**src/inc/rlec_pkg.sv**
```systemverilog
// Register map, field positions, reset values and timing counts of the equalizer control bank
package rlec_pkg;

  // Register byte addresses
  localparam logic [7:0] ADDR_LIU_CFG = 8'h20;
  localparam logic [7:0] ADDR_RX_CFG = 8'h22;
  localparam logic [7:0] ADDR_LPF = 8'h23;
  localparam logic [7:0] ADDR_CEIL = 8'h24;
  localparam logic [7:0] ADDR_COEF_DATA = 8'h25;
  localparam logic [7:0] ADDR_COEF_PTR = 8'h26;
  localparam logic [7:0] ADDR_SLICE = 8'h27;
  localparam logic [7:0] ADDR_LEVEL = 8'h28;
  localparam logic [7:0] ADDR_GAIN = 8'h29;
  localparam logic [7:0] ADDR_PREEQ = 8'h2A;
  localparam logic [7:0] ADDR_ADJ_BASE = 8'h30;
  localparam logic [7:0] ADDR_ADJ_LAST = 8'h37;

  // Line interface configuration, soft reset bit
  localparam int LIU_RST_BIT = 7;

  // Receive line configuration fields
  localparam int CFG_SHORT_FRZ = 7;
  localparam int CFG_HI_SLICE = 6;
  localparam int CFG_AGC_HI = 5;
  localparam int CFG_AGC_LO = 4;
  localparam int CFG_COEF_FRZ = 3;
  localparam int CFG_OOR_BLK = 2;
  localparam int CFG_BO_EN = 1;
  localparam int CFG_LONG_EYE = 0;

  // Slicer threshold fields
  localparam int SLICE_MAX_HI = 7;
  localparam int SLICE_MAX_LO = 6;
  localparam int SLICE_MIN_HI = 5;
  localparam int SLICE_MIN_LO = 4;
  localparam int SLICE_THR_HI = 3;

  // Output level fields
  localparam int LEVEL_ACQ_HI = 7;
  localparam int LEVEL_ACQ_LO = 6;
  localparam int LEVEL_OP_HI = 5;
  localparam int LEVEL_OP_LO = 4;
  localparam int LEVEL_PULSE_HI = 3;

  // Pre-equalizer fields
  localparam int PREEQ_FORCE = 7;
  localparam int PREEQ_ON = 6;
  localparam int PREEQ_VTH_HI = 5;

  // Reset values
  localparam logic [7:0] CFG_RST = 8'h31;
  localparam logic [6:0] LPF_RST = 7'h40;
  localparam logic [5:0] CEIL_RST = 6'h3F;
  localparam logic [7:0] COEF_RST = 8'h00;
  localparam logic [5:0] PTR_RST = 6'h00;
  localparam logic [7:0] SLICE_RST = 8'h00;
  localparam logic [7:0] LEVEL_RST = 8'hDA;
  localparam logic [7:0] PREEQ_RST = 8'h00;
  localparam logic [5:0] GAIN_RST = 6'h00;

  // Gain update windows in bit times: 32, 128, 512, 2048
  localparam logic [11:0] AGC_WIN_0 = 12'h020;
  localparam logic [11:0] AGC_WIN_1 = 12'h080;
  localparam logic [11:0] AGC_WIN_2 = 12'h200;
  localparam logic [11:0] AGC_WIN_3 = 12'h800;

  // Short eye-open timeout in bit times, 4096
  localparam logic [13:0] EYE_SHORT_BITS = 14'h1000;

  // Eye error tolerances in percent: 13, 19, 26, 32
  localparam logic [6:0] EYE_TOL_0 = 7'h0D;
  localparam logic [6:0] EYE_TOL_1 = 7'h13;
  localparam logic [6:0] EYE_TOL_2 = 7'h1A;
  localparam logic [6:0] EYE_TOL_3 = 7'h20;

  // Target pulse heights in percent: 61, 68, 74, 81
  localparam logic [3:0] PULSE_CODE_61 = 4'h9;
  localparam logic [3:0] PULSE_CODE_68 = 4'hA;
  localparam logic [3:0] PULSE_CODE_74 = 4'hB;
  localparam logic [3:0] PULSE_CODE_81 = 4'hC;
  localparam logic [6:0] PULSE_PCT_61 = 7'h3D;
  localparam logic [6:0] PULSE_PCT_68 = 7'h44;
  localparam logic [6:0] PULSE_PCT_74 = 7'h4A;
  localparam logic [6:0] PULSE_PCT_81 = 7'h51;

endpackage

```
**src/design/rlec_eq_ctrl.sv**
```systemverilog
// Receive line equalizer control and status register bank
module rlec_eq_ctrl #(
  parameter int COEF_ENTRIES = 48,
  parameter int EYE_LONG_BITS = 8192
) (
  input wire logic clk_sys,
  input wire logic rst,
  // Register port
  input wire logic [7:0] reg_addr,
  input wire logic reg_wr,
  input wire logic reg_rd,
  input wire logic [7:0] reg_wdata,
  output logic [7:0] reg_rdata,
  // Equalizer core status
  input wire logic bit_tick,
  input wire logic rx_level_short,
  input wire logic adc_out_of_range,
  input wire logic eye_open,
  input wire logic eq_tracking,
  input wire logic [6:0] eq_error_pct,
  input wire logic [5:0] vga_gain_request,
  input wire logic [5:0] vga_gain_now,
  input wire logic pre_equalizer_auto_on,
  input wire logic [7:0][7:0] adjusted_coefficient,
  // Equalizer core controls
  output logic eq_update_en,
  output logic agc_update,
  output logic build_out_switch_en,
  output logic attenuation_forced_off,
  output logic high_clock_slice_threshold,
  output logic [5:0] vga_gain_cmd,
  output logic [6:0] loop_filter_gain,
  output logic [1:0] agc_max_value,
  output logic [1:0] agc_min_value,
  output logic [3:0] data_slice_threshold,
  output logic [6:0] target_pulse_pct,
  output logic [6:0] eye_tolerance_pct,
  output logic pre_equalizer_on,
  output logic [5:0] pre_filter_threshold,
  output logic eye_timeout,
  output logic eq_restart,
  output logic line_interface_soft_reset,
  output logic [COEF_ENTRIES*8-1:0] coefficient_table
);

  // Register storage
  logic [7:0] cfg_q;
  logic [6:0] lpf_q;
  logic [5:0] ceil_q;
  logic [5:0] ptr_q;
  logic [7:0] coef_q [COEF_ENTRIES];
  logic [7:0] slice_q;
  logic [7:0] level_q;
  logic [5:0] gain_q;
  logic [7:0] preeq_q;
  logic soft_rst_q;
  logic [7:0] rdata_q;
  logic [7:0] rdata_d;
  // Core control state
  logic upd_en_q;
  logic agc_upd_q;
  logic [11:0] agc_cnt_q;
  logic bo_en_q;
  logic atten_off_q;
  logic [5:0] gain_cmd_q;
  logic [6:0] tol_q;
  logic [6:0] pulse_q;
  logic pre_on_q;
  logic [13:0] eye_cnt_q;
  logic eye_to_q;
  logic restart_q;
  logic reload;
  logic ptr_valid;
  logic [6:0] tol_now;
  logic [13:0] eye_limit;

  function automatic logic [11:0] agc_period(input logic [1:0] code);
    case (code)
      2'b00: agc_period = rlec_pkg::AGC_WIN_0;
      2'b01: agc_period = rlec_pkg::AGC_WIN_1;
      2'b10: agc_period = rlec_pkg::AGC_WIN_2;
      default: agc_period = rlec_pkg::AGC_WIN_3;
    endcase
  endfunction

  function automatic logic [6:0] eye_tol(input logic [1:0] code);
    case (code)
      2'b00: eye_tol = rlec_pkg::EYE_TOL_0;
      2'b01: eye_tol = rlec_pkg::EYE_TOL_1;
      2'b10: eye_tol = rlec_pkg::EYE_TOL_2;
      default: eye_tol = rlec_pkg::EYE_TOL_3;
    endcase
  endfunction

  function automatic logic [6:0] pulse_pct(input logic [3:0] code);
    case (code)
      rlec_pkg::PULSE_CODE_61: pulse_pct = rlec_pkg::PULSE_PCT_61;
      rlec_pkg::PULSE_CODE_74: pulse_pct = rlec_pkg::PULSE_PCT_74;
      rlec_pkg::PULSE_CODE_81: pulse_pct = rlec_pkg::PULSE_PCT_81;
      default: pulse_pct = rlec_pkg::PULSE_PCT_68;
    endcase
  endfunction

  function automatic logic wr_hit(input logic [7:0] a, input logic [7:0] addr, input logic wr);
    wr_hit = wr && (addr == a);
  endfunction

  assign reload = rst || soft_rst_q;
  assign ptr_valid = 32'(ptr_q) < COEF_ENTRIES;
  // Tolerance follows the adaptation state
  assign tol_now = eq_tracking ? eye_tol(level_q[rlec_pkg::LEVEL_OP_HI:rlec_pkg::LEVEL_OP_LO])
                               : eye_tol(level_q[rlec_pkg::LEVEL_ACQ_HI:rlec_pkg::LEVEL_ACQ_LO]);
  assign eye_limit = cfg_q[rlec_pkg::CFG_LONG_EYE] ? 14'(EYE_LONG_BITS) : rlec_pkg::EYE_SHORT_BITS;

  // Soft reset pulse, self-clearing
  always_ff @(posedge clk_sys) begin
    if (rst) begin
      soft_rst_q <= 1'b0;
    end else begin
      soft_rst_q <= wr_hit(rlec_pkg::ADDR_LIU_CFG, reg_addr, reg_wr) && reg_wdata[rlec_pkg::LIU_RST_BIT];
    end
  end

  // Chip-reset-only registers
  always_ff @(posedge clk_sys) begin
    if (rst) begin
      cfg_q <= rlec_pkg::CFG_RST;
      lpf_q <= rlec_pkg::LPF_RST;
      ceil_q <= rlec_pkg::CEIL_RST;
      level_q <= rlec_pkg::LEVEL_RST;
    end else if (reg_wr) begin
      if (reg_addr == rlec_pkg::ADDR_RX_CFG) begin
        cfg_q <= reg_wdata;
      end
      if (reg_addr == rlec_pkg::ADDR_LPF) begin
        lpf_q <= reg_wdata[6:0];
      end
      if (reg_addr == rlec_pkg::ADDR_CEIL) begin
        ceil_q <= reg_wdata[5:0];
      end
      if (reg_addr == rlec_pkg::ADDR_LEVEL) begin
        level_q <= reg_wdata;
      end
    end
  end

  // Registers reloaded by either reset
  always_ff @(posedge clk_sys) begin
    if (reload) begin
      ptr_q <= rlec_pkg::PTR_RST;
      slice_q <= rlec_pkg::SLICE_RST;
      preeq_q <= rlec_pkg::PREEQ_RST;
    end else if (reg_wr) begin
      if (reg_addr == rlec_pkg::ADDR_COEF_PTR) begin
        ptr_q <= reg_wdata[5:0];
      end
      if (reg_addr == rlec_pkg::ADDR_SLICE) begin
        slice_q <= reg_wdata;
      end
      if (reg_addr == rlec_pkg::ADDR_PREEQ) begin
        preeq_q <= reg_wdata;
      end
    end
  end

  // Coefficient table, writes past the last entry are dropped
  always_ff @(posedge clk_sys) begin
    if (reload) begin
      for (int i = 0; i < COEF_ENTRIES; i++) begin
        coef_q[i] <= rlec_pkg::COEF_RST;
      end
    end else if (wr_hit(rlec_pkg::ADDR_COEF_DATA, reg_addr, reg_wr) && ptr_valid) begin
      coef_q[ptr_q] <= reg_wdata;
    end
  end

  // Gain snapshot taken on any write to the gain register
  always_ff @(posedge clk_sys) begin
    if (rst) begin
      gain_q <= rlec_pkg::GAIN_RST;
    end else if (wr_hit(rlec_pkg::ADDR_GAIN, reg_addr, reg_wr)) begin
      gain_q <= vga_gain_now;
    end
  end

  // Read mux
  always_comb begin
    rdata_d = 8'h00;
    case (reg_addr)
      rlec_pkg::ADDR_RX_CFG: rdata_d = cfg_q;
      rlec_pkg::ADDR_LPF: rdata_d = {1'b0, lpf_q};
      rlec_pkg::ADDR_CEIL: rdata_d = {2'b00, ceil_q};
      rlec_pkg::ADDR_COEF_DATA: rdata_d = ptr_valid ? coef_q[ptr_q] : 8'h00;
      rlec_pkg::ADDR_COEF_PTR: rdata_d = {2'b00, ptr_q};
      rlec_pkg::ADDR_SLICE: rdata_d = slice_q;
      rlec_pkg::ADDR_LEVEL: rdata_d = level_q;
      rlec_pkg::ADDR_GAIN: rdata_d = {2'b00, gain_q};
      rlec_pkg::ADDR_PREEQ: rdata_d = preeq_q;
      default: begin
        if (reg_addr >= rlec_pkg::ADDR_ADJ_BASE && reg_addr <= rlec_pkg::ADDR_ADJ_LAST) begin
          rdata_d = adjusted_coefficient[reg_addr[2:0]];
        end
      end
    endcase
  end

  always_ff @(posedge clk_sys) begin
    if (rst) begin
      rdata_q <= 8'h00;
    end else if (reg_rd) begin
      rdata_q <= rdata_d;
    end
  end

  // Equalizer update gating
  always_ff @(posedge clk_sys) begin
    if (rst) begin
      upd_en_q <= 1'b0;
    end else begin
      upd_en_q <= !cfg_q[rlec_pkg::CFG_COEF_FRZ]
                  && !(cfg_q[rlec_pkg::CFG_SHORT_FRZ] && rx_level_short);
    end
  end

  // Gain update window, unaffected by coefficient freeze
  always_ff @(posedge clk_sys) begin
    if (rst) begin
      agc_cnt_q <= 12'h000;
      agc_upd_q <= 1'b0;
    end else begin
      agc_upd_q <= 1'b0;
      if (bit_tick) begin
        if (agc_cnt_q >= agc_period(cfg_q[rlec_pkg::CFG_AGC_HI:rlec_pkg::CFG_AGC_LO]) - 12'h001) begin
          agc_cnt_q <= 12'h000;
          agc_upd_q <= 1'b1;
        end else begin
          agc_cnt_q <= agc_cnt_q + 12'h001;
        end
      end
    end
  end

  // Build-out switching and attenuation
  always_ff @(posedge clk_sys) begin
    if (rst) begin
      bo_en_q <= 1'b0;
      atten_off_q <= 1'b1;
    end else begin
      bo_en_q <= cfg_q[rlec_pkg::CFG_BO_EN] && !(cfg_q[rlec_pkg::CFG_OOR_BLK] && adc_out_of_range);
      atten_off_q <= !cfg_q[rlec_pkg::CFG_BO_EN];
    end
  end

  // Gain clamp
  always_ff @(posedge clk_sys) begin
    if (rst) begin
      gain_cmd_q <= 6'h00;
    end else begin
      gain_cmd_q <= (vga_gain_request > ceil_q) ? ceil_q : vga_gain_request;
    end
  end

  // Pre-equalizer mode
  always_ff @(posedge clk_sys) begin
    if (rst) begin
      pre_on_q <= 1'b0;
    end else begin
      pre_on_q <= preeq_q[rlec_pkg::PREEQ_FORCE] ? preeq_q[rlec_pkg::PREEQ_ON] : pre_equalizer_auto_on;
    end
  end

  // Eye-open timeout counter, counts only while the eye is closed
  always_ff @(posedge clk_sys) begin
    if (reload) begin
      eye_cnt_q <= 14'h0000;
      eye_to_q <= 1'b0;
    end else begin
      eye_to_q <= 1'b0;
      if (eye_open) begin
        eye_cnt_q <= 14'h0000;
      end else if (bit_tick) begin
        if (eye_cnt_q >= eye_limit - 14'h0001) begin
          eye_cnt_q <= 14'h0000;
          eye_to_q <= 1'b1;
        end else begin
          eye_cnt_q <= eye_cnt_q + 14'h0001;
        end
      end
    end
  end

  // Adaptation restart on excess error, timeout or soft reset
  always_ff @(posedge clk_sys) begin
    if (rst) begin
      restart_q <= 1'b0;
      tol_q <= rlec_pkg::EYE_TOL_3;
      pulse_q <= rlec_pkg::PULSE_PCT_68;
    end else begin
      tol_q <= tol_now;
      pulse_q <= pulse_pct(level_q[rlec_pkg::LEVEL_PULSE_HI:0]);
      restart_q <= (eq_error_pct > tol_now) || eye_to_q || soft_rst_q;
    end
  end

  // Outputs
  assign reg_rdata = rdata_q;
  assign eq_update_en = upd_en_q;
  assign agc_update = agc_upd_q;
  assign build_out_switch_en = bo_en_q;
  assign attenuation_forced_off = atten_off_q;
  assign high_clock_slice_threshold = cfg_q[rlec_pkg::CFG_HI_SLICE];
  assign vga_gain_cmd = gain_cmd_q;
  assign loop_filter_gain = lpf_q;
  assign agc_max_value = slice_q[rlec_pkg::SLICE_MAX_HI:rlec_pkg::SLICE_MAX_LO];
  assign agc_min_value = slice_q[rlec_pkg::SLICE_MIN_HI:rlec_pkg::SLICE_MIN_LO];
  assign data_slice_threshold = slice_q[rlec_pkg::SLICE_THR_HI:0];
  assign target_pulse_pct = pulse_q;
  assign eye_tolerance_pct = tol_q;
  assign pre_equalizer_on = pre_on_q;
  assign pre_filter_threshold = preeq_q[rlec_pkg::PREEQ_VTH_HI:0];
  assign eye_timeout = eye_to_q;
  assign eq_restart = restart_q;
  assign line_interface_soft_reset = soft_rst_q;

  for (genvar g = 0; g < COEF_ENTRIES; g++) begin : g_tab
    assign coefficient_table[g*8 +: 8] = coef_q[g];
  end

  // Checks
  coef_freeze_a: assert property (@(posedge clk_sys) disable iff (rst)
    cfg_q[rlec_pkg::CFG_COEF_FRZ] |=> !eq_update_en) else $error("update while frozen");
  short_freeze_a: assert property (@(posedge clk_sys) disable iff (rst)
    cfg_q[rlec_pkg::CFG_SHORT_FRZ] && rx_level_short |=> !eq_update_en) else $error("short line not frozen");
  free_update_a: assert property (@(posedge clk_sys) disable iff (rst)
    !cfg_q[rlec_pkg::CFG_COEF_FRZ] && !cfg_q[rlec_pkg::CFG_SHORT_FRZ] |=> eq_update_en)
    else $error("update blocked");
  agc_period_a: assert property (@(posedge clk_sys) disable iff (rst)
    agc_update |-> $past(bit_tick) && ($past(agc_cnt_q) >= $past(agc_period(
      cfg_q[rlec_pkg::CFG_AGC_HI:rlec_pkg::CFG_AGC_LO])) - 12'h001)) else $error("gain window wrong");
  out_of_range_switch_block_a: assert property (@(posedge clk_sys) disable iff (rst)
    cfg_q[rlec_pkg::CFG_OOR_BLK] && adc_out_of_range |=> !build_out_switch_en)
    else $error("build-out not blocked");
  atten_off_a: assert property (@(posedge clk_sys) disable iff (rst)
    !cfg_q[rlec_pkg::CFG_BO_EN] |=> attenuation_forced_off && !build_out_switch_en)
    else $error("attenuation not off");
  gain_cap_a: assert property (@(posedge clk_sys) disable iff (rst)
    1'b1 |=> vga_gain_cmd <= $past(ceil_q)) else $error("gain above ceiling");
  coef_write_a: assert property (@(posedge clk_sys) disable iff (reload)
    reg_wr && reg_addr == rlec_pkg::ADDR_COEF_DATA && ptr_valid ##1 !reload
    |-> coef_q[$past(ptr_q)] == $past(reg_wdata)) else $error("coefficient not stored");
  soft_reload_a: assert property (@(posedge clk_sys) disable iff (rst)
    line_interface_soft_reset |=> ptr_q == rlec_pkg::PTR_RST && slice_q == rlec_pkg::SLICE_RST)
    else $error("soft reset no reload");
  soft_pulse_a: assert property (@(posedge clk_sys) disable iff (rst)
    reg_wr && reg_addr == rlec_pkg::ADDR_LIU_CFG && reg_wdata[rlec_pkg::LIU_RST_BIT]
    |=> line_interface_soft_reset ##1 eq_restart) else $error("soft reset missing");
  gain_latch_a: assert property (@(posedge clk_sys) disable iff (rst)
    reg_wr && reg_addr == rlec_pkg::ADDR_GAIN |=> gain_q == $past(vga_gain_now)) else $error("gain readout stale");
  err_restart_a: assert property (@(posedge clk_sys) disable iff (rst)
    eq_error_pct > tol_now |=> eq_restart) else $error("no restart on error");
  preeq_force_a: assert property (@(posedge clk_sys) disable iff (rst)
    preeq_q[rlec_pkg::PREEQ_FORCE] |=> pre_equalizer_on == $past(preeq_q[rlec_pkg::PREEQ_ON]))
    else $error("pre-equalizer not forced");
  eye_timeout_a: assert property (@(posedge clk_sys) disable iff (reload)
    eye_timeout |-> $past(eye_cnt_q) == $past(eye_limit) - 14'h0001 && $past(!eye_open))
    else $error("eye timeout early");
endmodule

```
**config.mk**
```make
export PLATFORM = sky130hd
export DESIGN_NAME = rlec_eq_ctrl
export DESIGN_NICKNAME = d
export VERILOG_FILES = /design/src/inc/rlec_pkg.sv /design/src/design/rlec_eq_ctrl.sv
export SDC_FILE = /design/constraint.sdc
export NUM_CORES = 1
export LEC_CHECK = 0
export BUFFER_PORTS_ARGS = -buffer_cell sky130_fd_sc_hd__buf_2
export CORE_ASPECT_RATIO = 0.6
export CORE_UTILIZATION = 35
export CTS_CLUSTER_DIAMETER = 100
export DETAILED_ROUTE_END_ITERATION = 8
export SLEW_MARGIN = 10
export SYNTH_ARGS = -nofsm -noshare
export SYNTH_HDL_FRONTEND = slang
export SYNTH_SLANG_ARGS = --single-unit
export TNS_END_PERCENT = 100
```
**constraint.sdc**
```tcl
create_clock -name clk_sys -period 3.6 [get_ports clk_sys]
set_clock_uncertainty 0.15 [all_clocks]
set_input_delay 0.72 -clock clk_sys [delete_from_list [all_inputs] [get_ports clk_sys]]
set_output_delay 0.72 -clock clk_sys [all_outputs]
set_load 0.05 [all_outputs]
```
* Yosys cells after proc, flatten, opt, wreduce, memory -nomap -nowiden *
Memory sizes are Yosys's and may differ from the RTL's. A register that Yosys moved wholly into a read port is not among the register bits.
Cells that the tools add are included.

cells by class
  divide/modulo/power cells = 0
  muxes and demuxes = 29
  reductions and logical operators = 31
  eq/ne operators = 19
  order comparisons = 8
  add/sub/neg operators = 4
  shift operators = 0
  bitwise logic cells = 1
  multiply operators = 0

operator list
  cell                                                             number
  equality test 8 x 6 -> 1 bit (second input constant)             10
  case mux 8 bit (9 select lines)                                  1
  2-to-1 mux 12 bit                                                3
  case mux 12 bit (3 select lines)                                 1
  case mux 6 bit (3 select lines)                                  2
  2-to-1 mux 8 bit                                                 4
  2-to-1 mux 14 bit                                                2
  binary-select mux 8 bit (select 3 bit)                           1
  2-to-1 mux 6 bit                                                 4
  case mux 7 bit (3 select lines)                                  1
  adder 14 x 1 -> 14 bit (second input constant)                   1
  >= comparator 14 bit                                             1
  AND reduction 2 bit                                              7
  subtractor 14 x 1 -> 14 bit (second input constant)              1
  adder 12 x 1 -> 12 bit (second input constant)                   1
  equality test 4 bit (second input constant)                      3
  >= comparator 12 bit                                             1
  subtractor 12 x 1 -> 12 bit (second input constant)              1
  logical AND 1 bit                                                10
  2-to-1 mux 1 bit                                                 9
  >= comparator 8 x 6 -> 1 bit (second input constant)             1
  less-or-equal comparator 8 x 6 -> 1 bit (second input constant)  1
  OR reduction 8 bit                                               1
  > comparator 7 bit                                               1
  other kinds (12)                                                 24

word-level totals
  input port bits = 109
  memories = 1
  flip-flop bits (word level) = 119
  bits in read-only memories = 0
  memory bits (writable) = 384
  latch bits = 0

memories
  name    words  bits a word  rd ports  clocked after memory_dff  wr ports  line                RTL
  coef_q  48     8            49        1                         48        rlec_eq_ctrl.sv:51  logic [7:0] coef_q [COEF_ENTRIES];

* Longest topological paths before layout *
  depth in word-level cells = 8
  mapped depth = 14
  mapped depth without buffers = 14

* Worst setup path before layout *
Ideal clock, no wire load.

  kind = input to register
  start point = input port reg_addr[7]
  end point = memory coef_q[29][0] (enable)
  arrival = 3,008 ps
  cell stages on the path = 7
  required time = 3,066 ps
  setup slack = 58 ps
  cells stage by stage = or4b_4 -> nor3b_4 -> and2_1 -> nand3_1 -> or3_1 -> buf_6 -> o21ai_0

RTL lines
  item         line                RTL
  from (decl)  rlec_eq_ctrl.sv:9   input wire logic [7:0] reg_addr,
  to (decl)    rlec_eq_ctrl.sv:51

==> impl_metrics.csv <==
group,metric,value,unit
yosys,synth_seq_cells,634,
die,fp.dieArea,0.0842,mm²
yosys,synthDominantAreaCellType,"edfxtp_1",
grt,global_route.usage.met3,7.14,%
die,die_width,374,µm
layout,fin_util,44.2,%
worst_setup_path,timing_worst_setup_path_type,"reg2reg",
worst_setup_path,worstSetupStartpointType,"flop",
sta,rsz0062_at_grt,"no",
grt,grt_antenna_before_repair,6,
yosys,synth_flop_cell,"edfxtp_1",
grt,grtUsageMet1,34.9,%
layout,sequential_cell_area,0.0178,mm²
yosys,synthesis.area_per_instance,14.0,µm²
clocking,cts_htree_levels,3,
grt,top_usage_layer,"met2",
sta,maxClockFrequency,316,MHz
die,die-height,225,µm
grt,grt_use_total,24.6,%
clocking,cts-hold-fix-buffers,0,
routing,routed_wire_length_per_instance,27.0,µm
layout,nets,2940,
clocking,root_buffer,"clkbuf_16",
yosys,netlist_top_cells_area,"edfxtp_1, mux4_2, dfxtp_1, and2_1, mux2i_1",
worst_setup_path,cp_data_arrival_time,3.47,ns
die,core_area,0.0818,mm²
hold_path,worst_hold_path.num_cells,2,
yosys,fraction_of_post_synthesis_cell_area_in_the_top_cell_type_by_area,52.9,%
layout,layout-area-overhead-vs-synth,24.4,%
worst_setup_path,critical-path-max-stage-delay,0.64,ns
layout,final_layout_size_suffix_gt1_share,33.7,%
worst_setup_path,cell_with_the_largest_stage_delay_on_the_worst_path,"mux4_2",
clocking,cts-buffers-inserted,66,
yosys,synth_warnings,0,
yosys,ys_seq_area_share,61.4,%
clocking,worst_skew_pair.late_latency,0.60,ns
routing,drt_drc_violations_left,0,
worst_setup_path,timing.critical_path.required,3.91,ns
routing,drt-initial-drc-count,2404,
power,peakVddDrop,0.251,mV
sta,final.min_clock_period,3.17,ns
clocking,cts.sinks,634,
sta,timing.max_slew.rel_slack,37.3,%
routing,via_per_inst,5.37,
grt,grt_first_pass_wirelength,148000,µm
worst_setup_path,path_common_cell,"mux4_2",
worst_setup_path,path_max_fanout,18,
worst_setup_path,r2r.worst_path.cells,6,
sta,slew_viol_final,0,
grt,met2_track_demand_over_resource_in_global_routing,36.9,%
hold_path,timing.hold.worst.class,"in2reg",
grt,pin_count_of_the_biggest_net_entering_global_routing,66,
worst_setup_path,end_kind,"flop",
routing,via_count,21100,
clocking,clk_path_buf_depth,3,
die,core.rowCount,81,
sta,setup_viol,0,
routing,postRouteAntennaNets,0,
power,power_density,457,mW/mm²
yosys,synthCells,2079,
routing,number_of_iterations_in_the_first_detailed_routing_pass,5,
worst_setup_path,critical_path.cell_chain,"mux4_2, mux4_2, nor2b_1, a211oi_1, o221ai_1, nor3b_1",
die,start_util,35.5,%
clocking,tritoncts_clock_tree,"done",
placement,detailedPlacementHpwl,79000,µm
die,ios,551,
yosys,async_flop_share,0,%
grt,first_global_vias,20100,
outcome,run_status,"finished clean",
layout,filler_cell_count,7433,
sta,timing.final.hold_violations,0,
yosys,post_synth_instance_area,0.0290,mm²
yosys,post_synth_cell_types,66,
clocking,post_cts_buffers,0,
routing,overall_routed_net_length,106000,µm
grt,grt_remaining_overflow,0,
sta,max_slew.worst_pin.slew,0.939,ns
power,total_leakage_power,14.4,nW
placement,place.gp.congestion,0.931,
clocking,clk_transition_reported_paths,0.07,ns
sta,final_min_period_over_clock_period,88.0,%
sta,setup_tns,0,ns
placement,buffer_ports.inserted,549,
yosys,synth_edf_count,512,
clocking,post_cts.resized_instances,0,
layout,multiInputGateArea,0.0109,mm²
flow_run,maxCapViolations,0,
-- worst max-delay path, delay by kind of cell, from the launching register on --
family | cells | cell delay [ns]
multiplexers | 2 | 1.10
AO/OA/AOI/OAI | 2 | 0.81
flip-flops | 1 | 0.63
AND/OR/NAND/NOR | 2 | 0.31
-- placed cells by master, fill, tap and decap left out, types with 13 or more instances in the layout --
| cell | instances |
|---|---|
| buf_2 | 549 |
| edfxtp_1 | 512 |
| and2_1 | 389 |
| mux4_2 | 147 |
| nor2_1 | 136 |
| conb_1 | 130 |
| buf_4 | 121 |
| dfxtp_1 | 119 |
| mux2i_1 | 91 |
| nand2_1 | 89 |
| clkbuf_16 | 70 |
| o21ai_0 | 65 |
| a21oi_1 | 33 |
| ha_1 | 30 |
| inv_1 | 25 |
| nand3_1 | 25 |
| nor3_1 | 19 |
| a22oi_1 | 17 |
| nand2b_1 | 16 |
| nor2b_1 | 14 |
| a31oi_1 | 14 |
| nor2_4 | 13 |
| xor2_1 | 13 |
| clkinv_2 | 13 |
| buf_12 | 13 |
-- power by group --
part	switching, mW	leakage (nW)	internal [mW]
sequential	0.175	6.21	8.19
combinational	1.17	7.24	0.399
clock	2.93	0.995	3.64
-- cell type report --
class | instances | share of cell area [%]
flip-flops and latches | 634 | 49.4
multi-input cells | 1392 | 30.2
repair buffers | 683 | 10.8
clock buffers | 83 | 5.01
well taps | 1079 | 3.74
clock inverters | 33 | 0.540
inverters | 24 | 0.249
diodes | 2 | 0.0139
-- metrics by stage --
stage	power (mW)	setup WS (ns)	instances	hold WS, ns	area (µm²)
after floorplan	9.44	0.0580	2207	0.252	29500
after global routing	17.0	0.306	3928	0.124	36100
after CTS	16.6	0.408	3928	0.115	36100
after global placement	10.1	0.0899	3812	0.300	34100
final	16.5	0.433	3930	0.158	36100
after detailed placement	10.1	0.0526	3812	0.313	34100
-- kinds of logic (layout without fill, tap and decap cells) --
logic type,count (synthesis),after routing,synth area share (%)
other,2,132,0.0259
DFF,634,634,61.4
adders and majority gates,30,30,1.29
and+or+nand+nor,774,774,15.0
buffers and inverters,181,823,2.70
AOI/OAI and AO/OA,191,191,4.19
xor gates and xnor gates,25,25,0.754
muxes,242,242,14.7
-- state kept, by name, summed over array words and instances (netlist names), 7 cells and up, named ones only --
name,flops
cfg_q,8
coef_q,512
eye_cnt_q,14
loop_filter_gain,7
reg_rdata,8
level_q,8
slice_q,8
preeq_q,8
agc_cnt_q,12
-- path summary, 6_finish.rpt --
kind / from / end / slack (ns)
setup / recovery: flop / reg_rdata[2]$_SDFFE_PP0P_ / 0.43
hold / removal: rx_level_short / eq_update_en$_SDFF_PP0_ / 0.16
setup reg to reg: flop / reg_rdata[2]$_SDFFE_PP0P_ / 0.43
hold reg to reg: eye_cnt_q[13]$_SDFFE_PP0P_ / eye_cnt_q[13]$_SDFFE_PP0P_ / 0.33
-- synth_stat cells (4+ instances only) --
library cell,n
nand3b_1,12
o22ai_1,6
buf_4,12
nor2_2,8
nand4_1,12
nor3b_1,5
nand2_1,89
ha_1,30
a31oi_1,14
or3_1,7
a221oi_1,4
nor2b_1,15
xnor2_1,12
nand3_1,25
a211oi_1,5
a22oi_1,17
mux4_2,147
nor4_1,5
xor2_1,13
nor2_4,12
mux2i_1,91
edfxtp_1,512
a22o_1,5
mux2_2,4
a211o_1,4
and3_1,7
a21oi_1,33
o21a_1,5
a2111oi_0,4
and2_1,389
clkbuf_1,103
o21ai_0,65
nor2_1,137
o221ai_1,4
a311oi_1,6
inv_1,24
buf_1,9
dfxtp_1,122
nand2b_1,16
buf_2,30
nor3_1,19
-- metal layers --
layer / vias up / routed length (µm)
li1: 8992 / -
met1: 10800 / 44900
met2: 1171 / 47100
met3: 148 / 11700
met4: 4 / 2530
met5: - / 25
(Power assumes the default switching activity.)
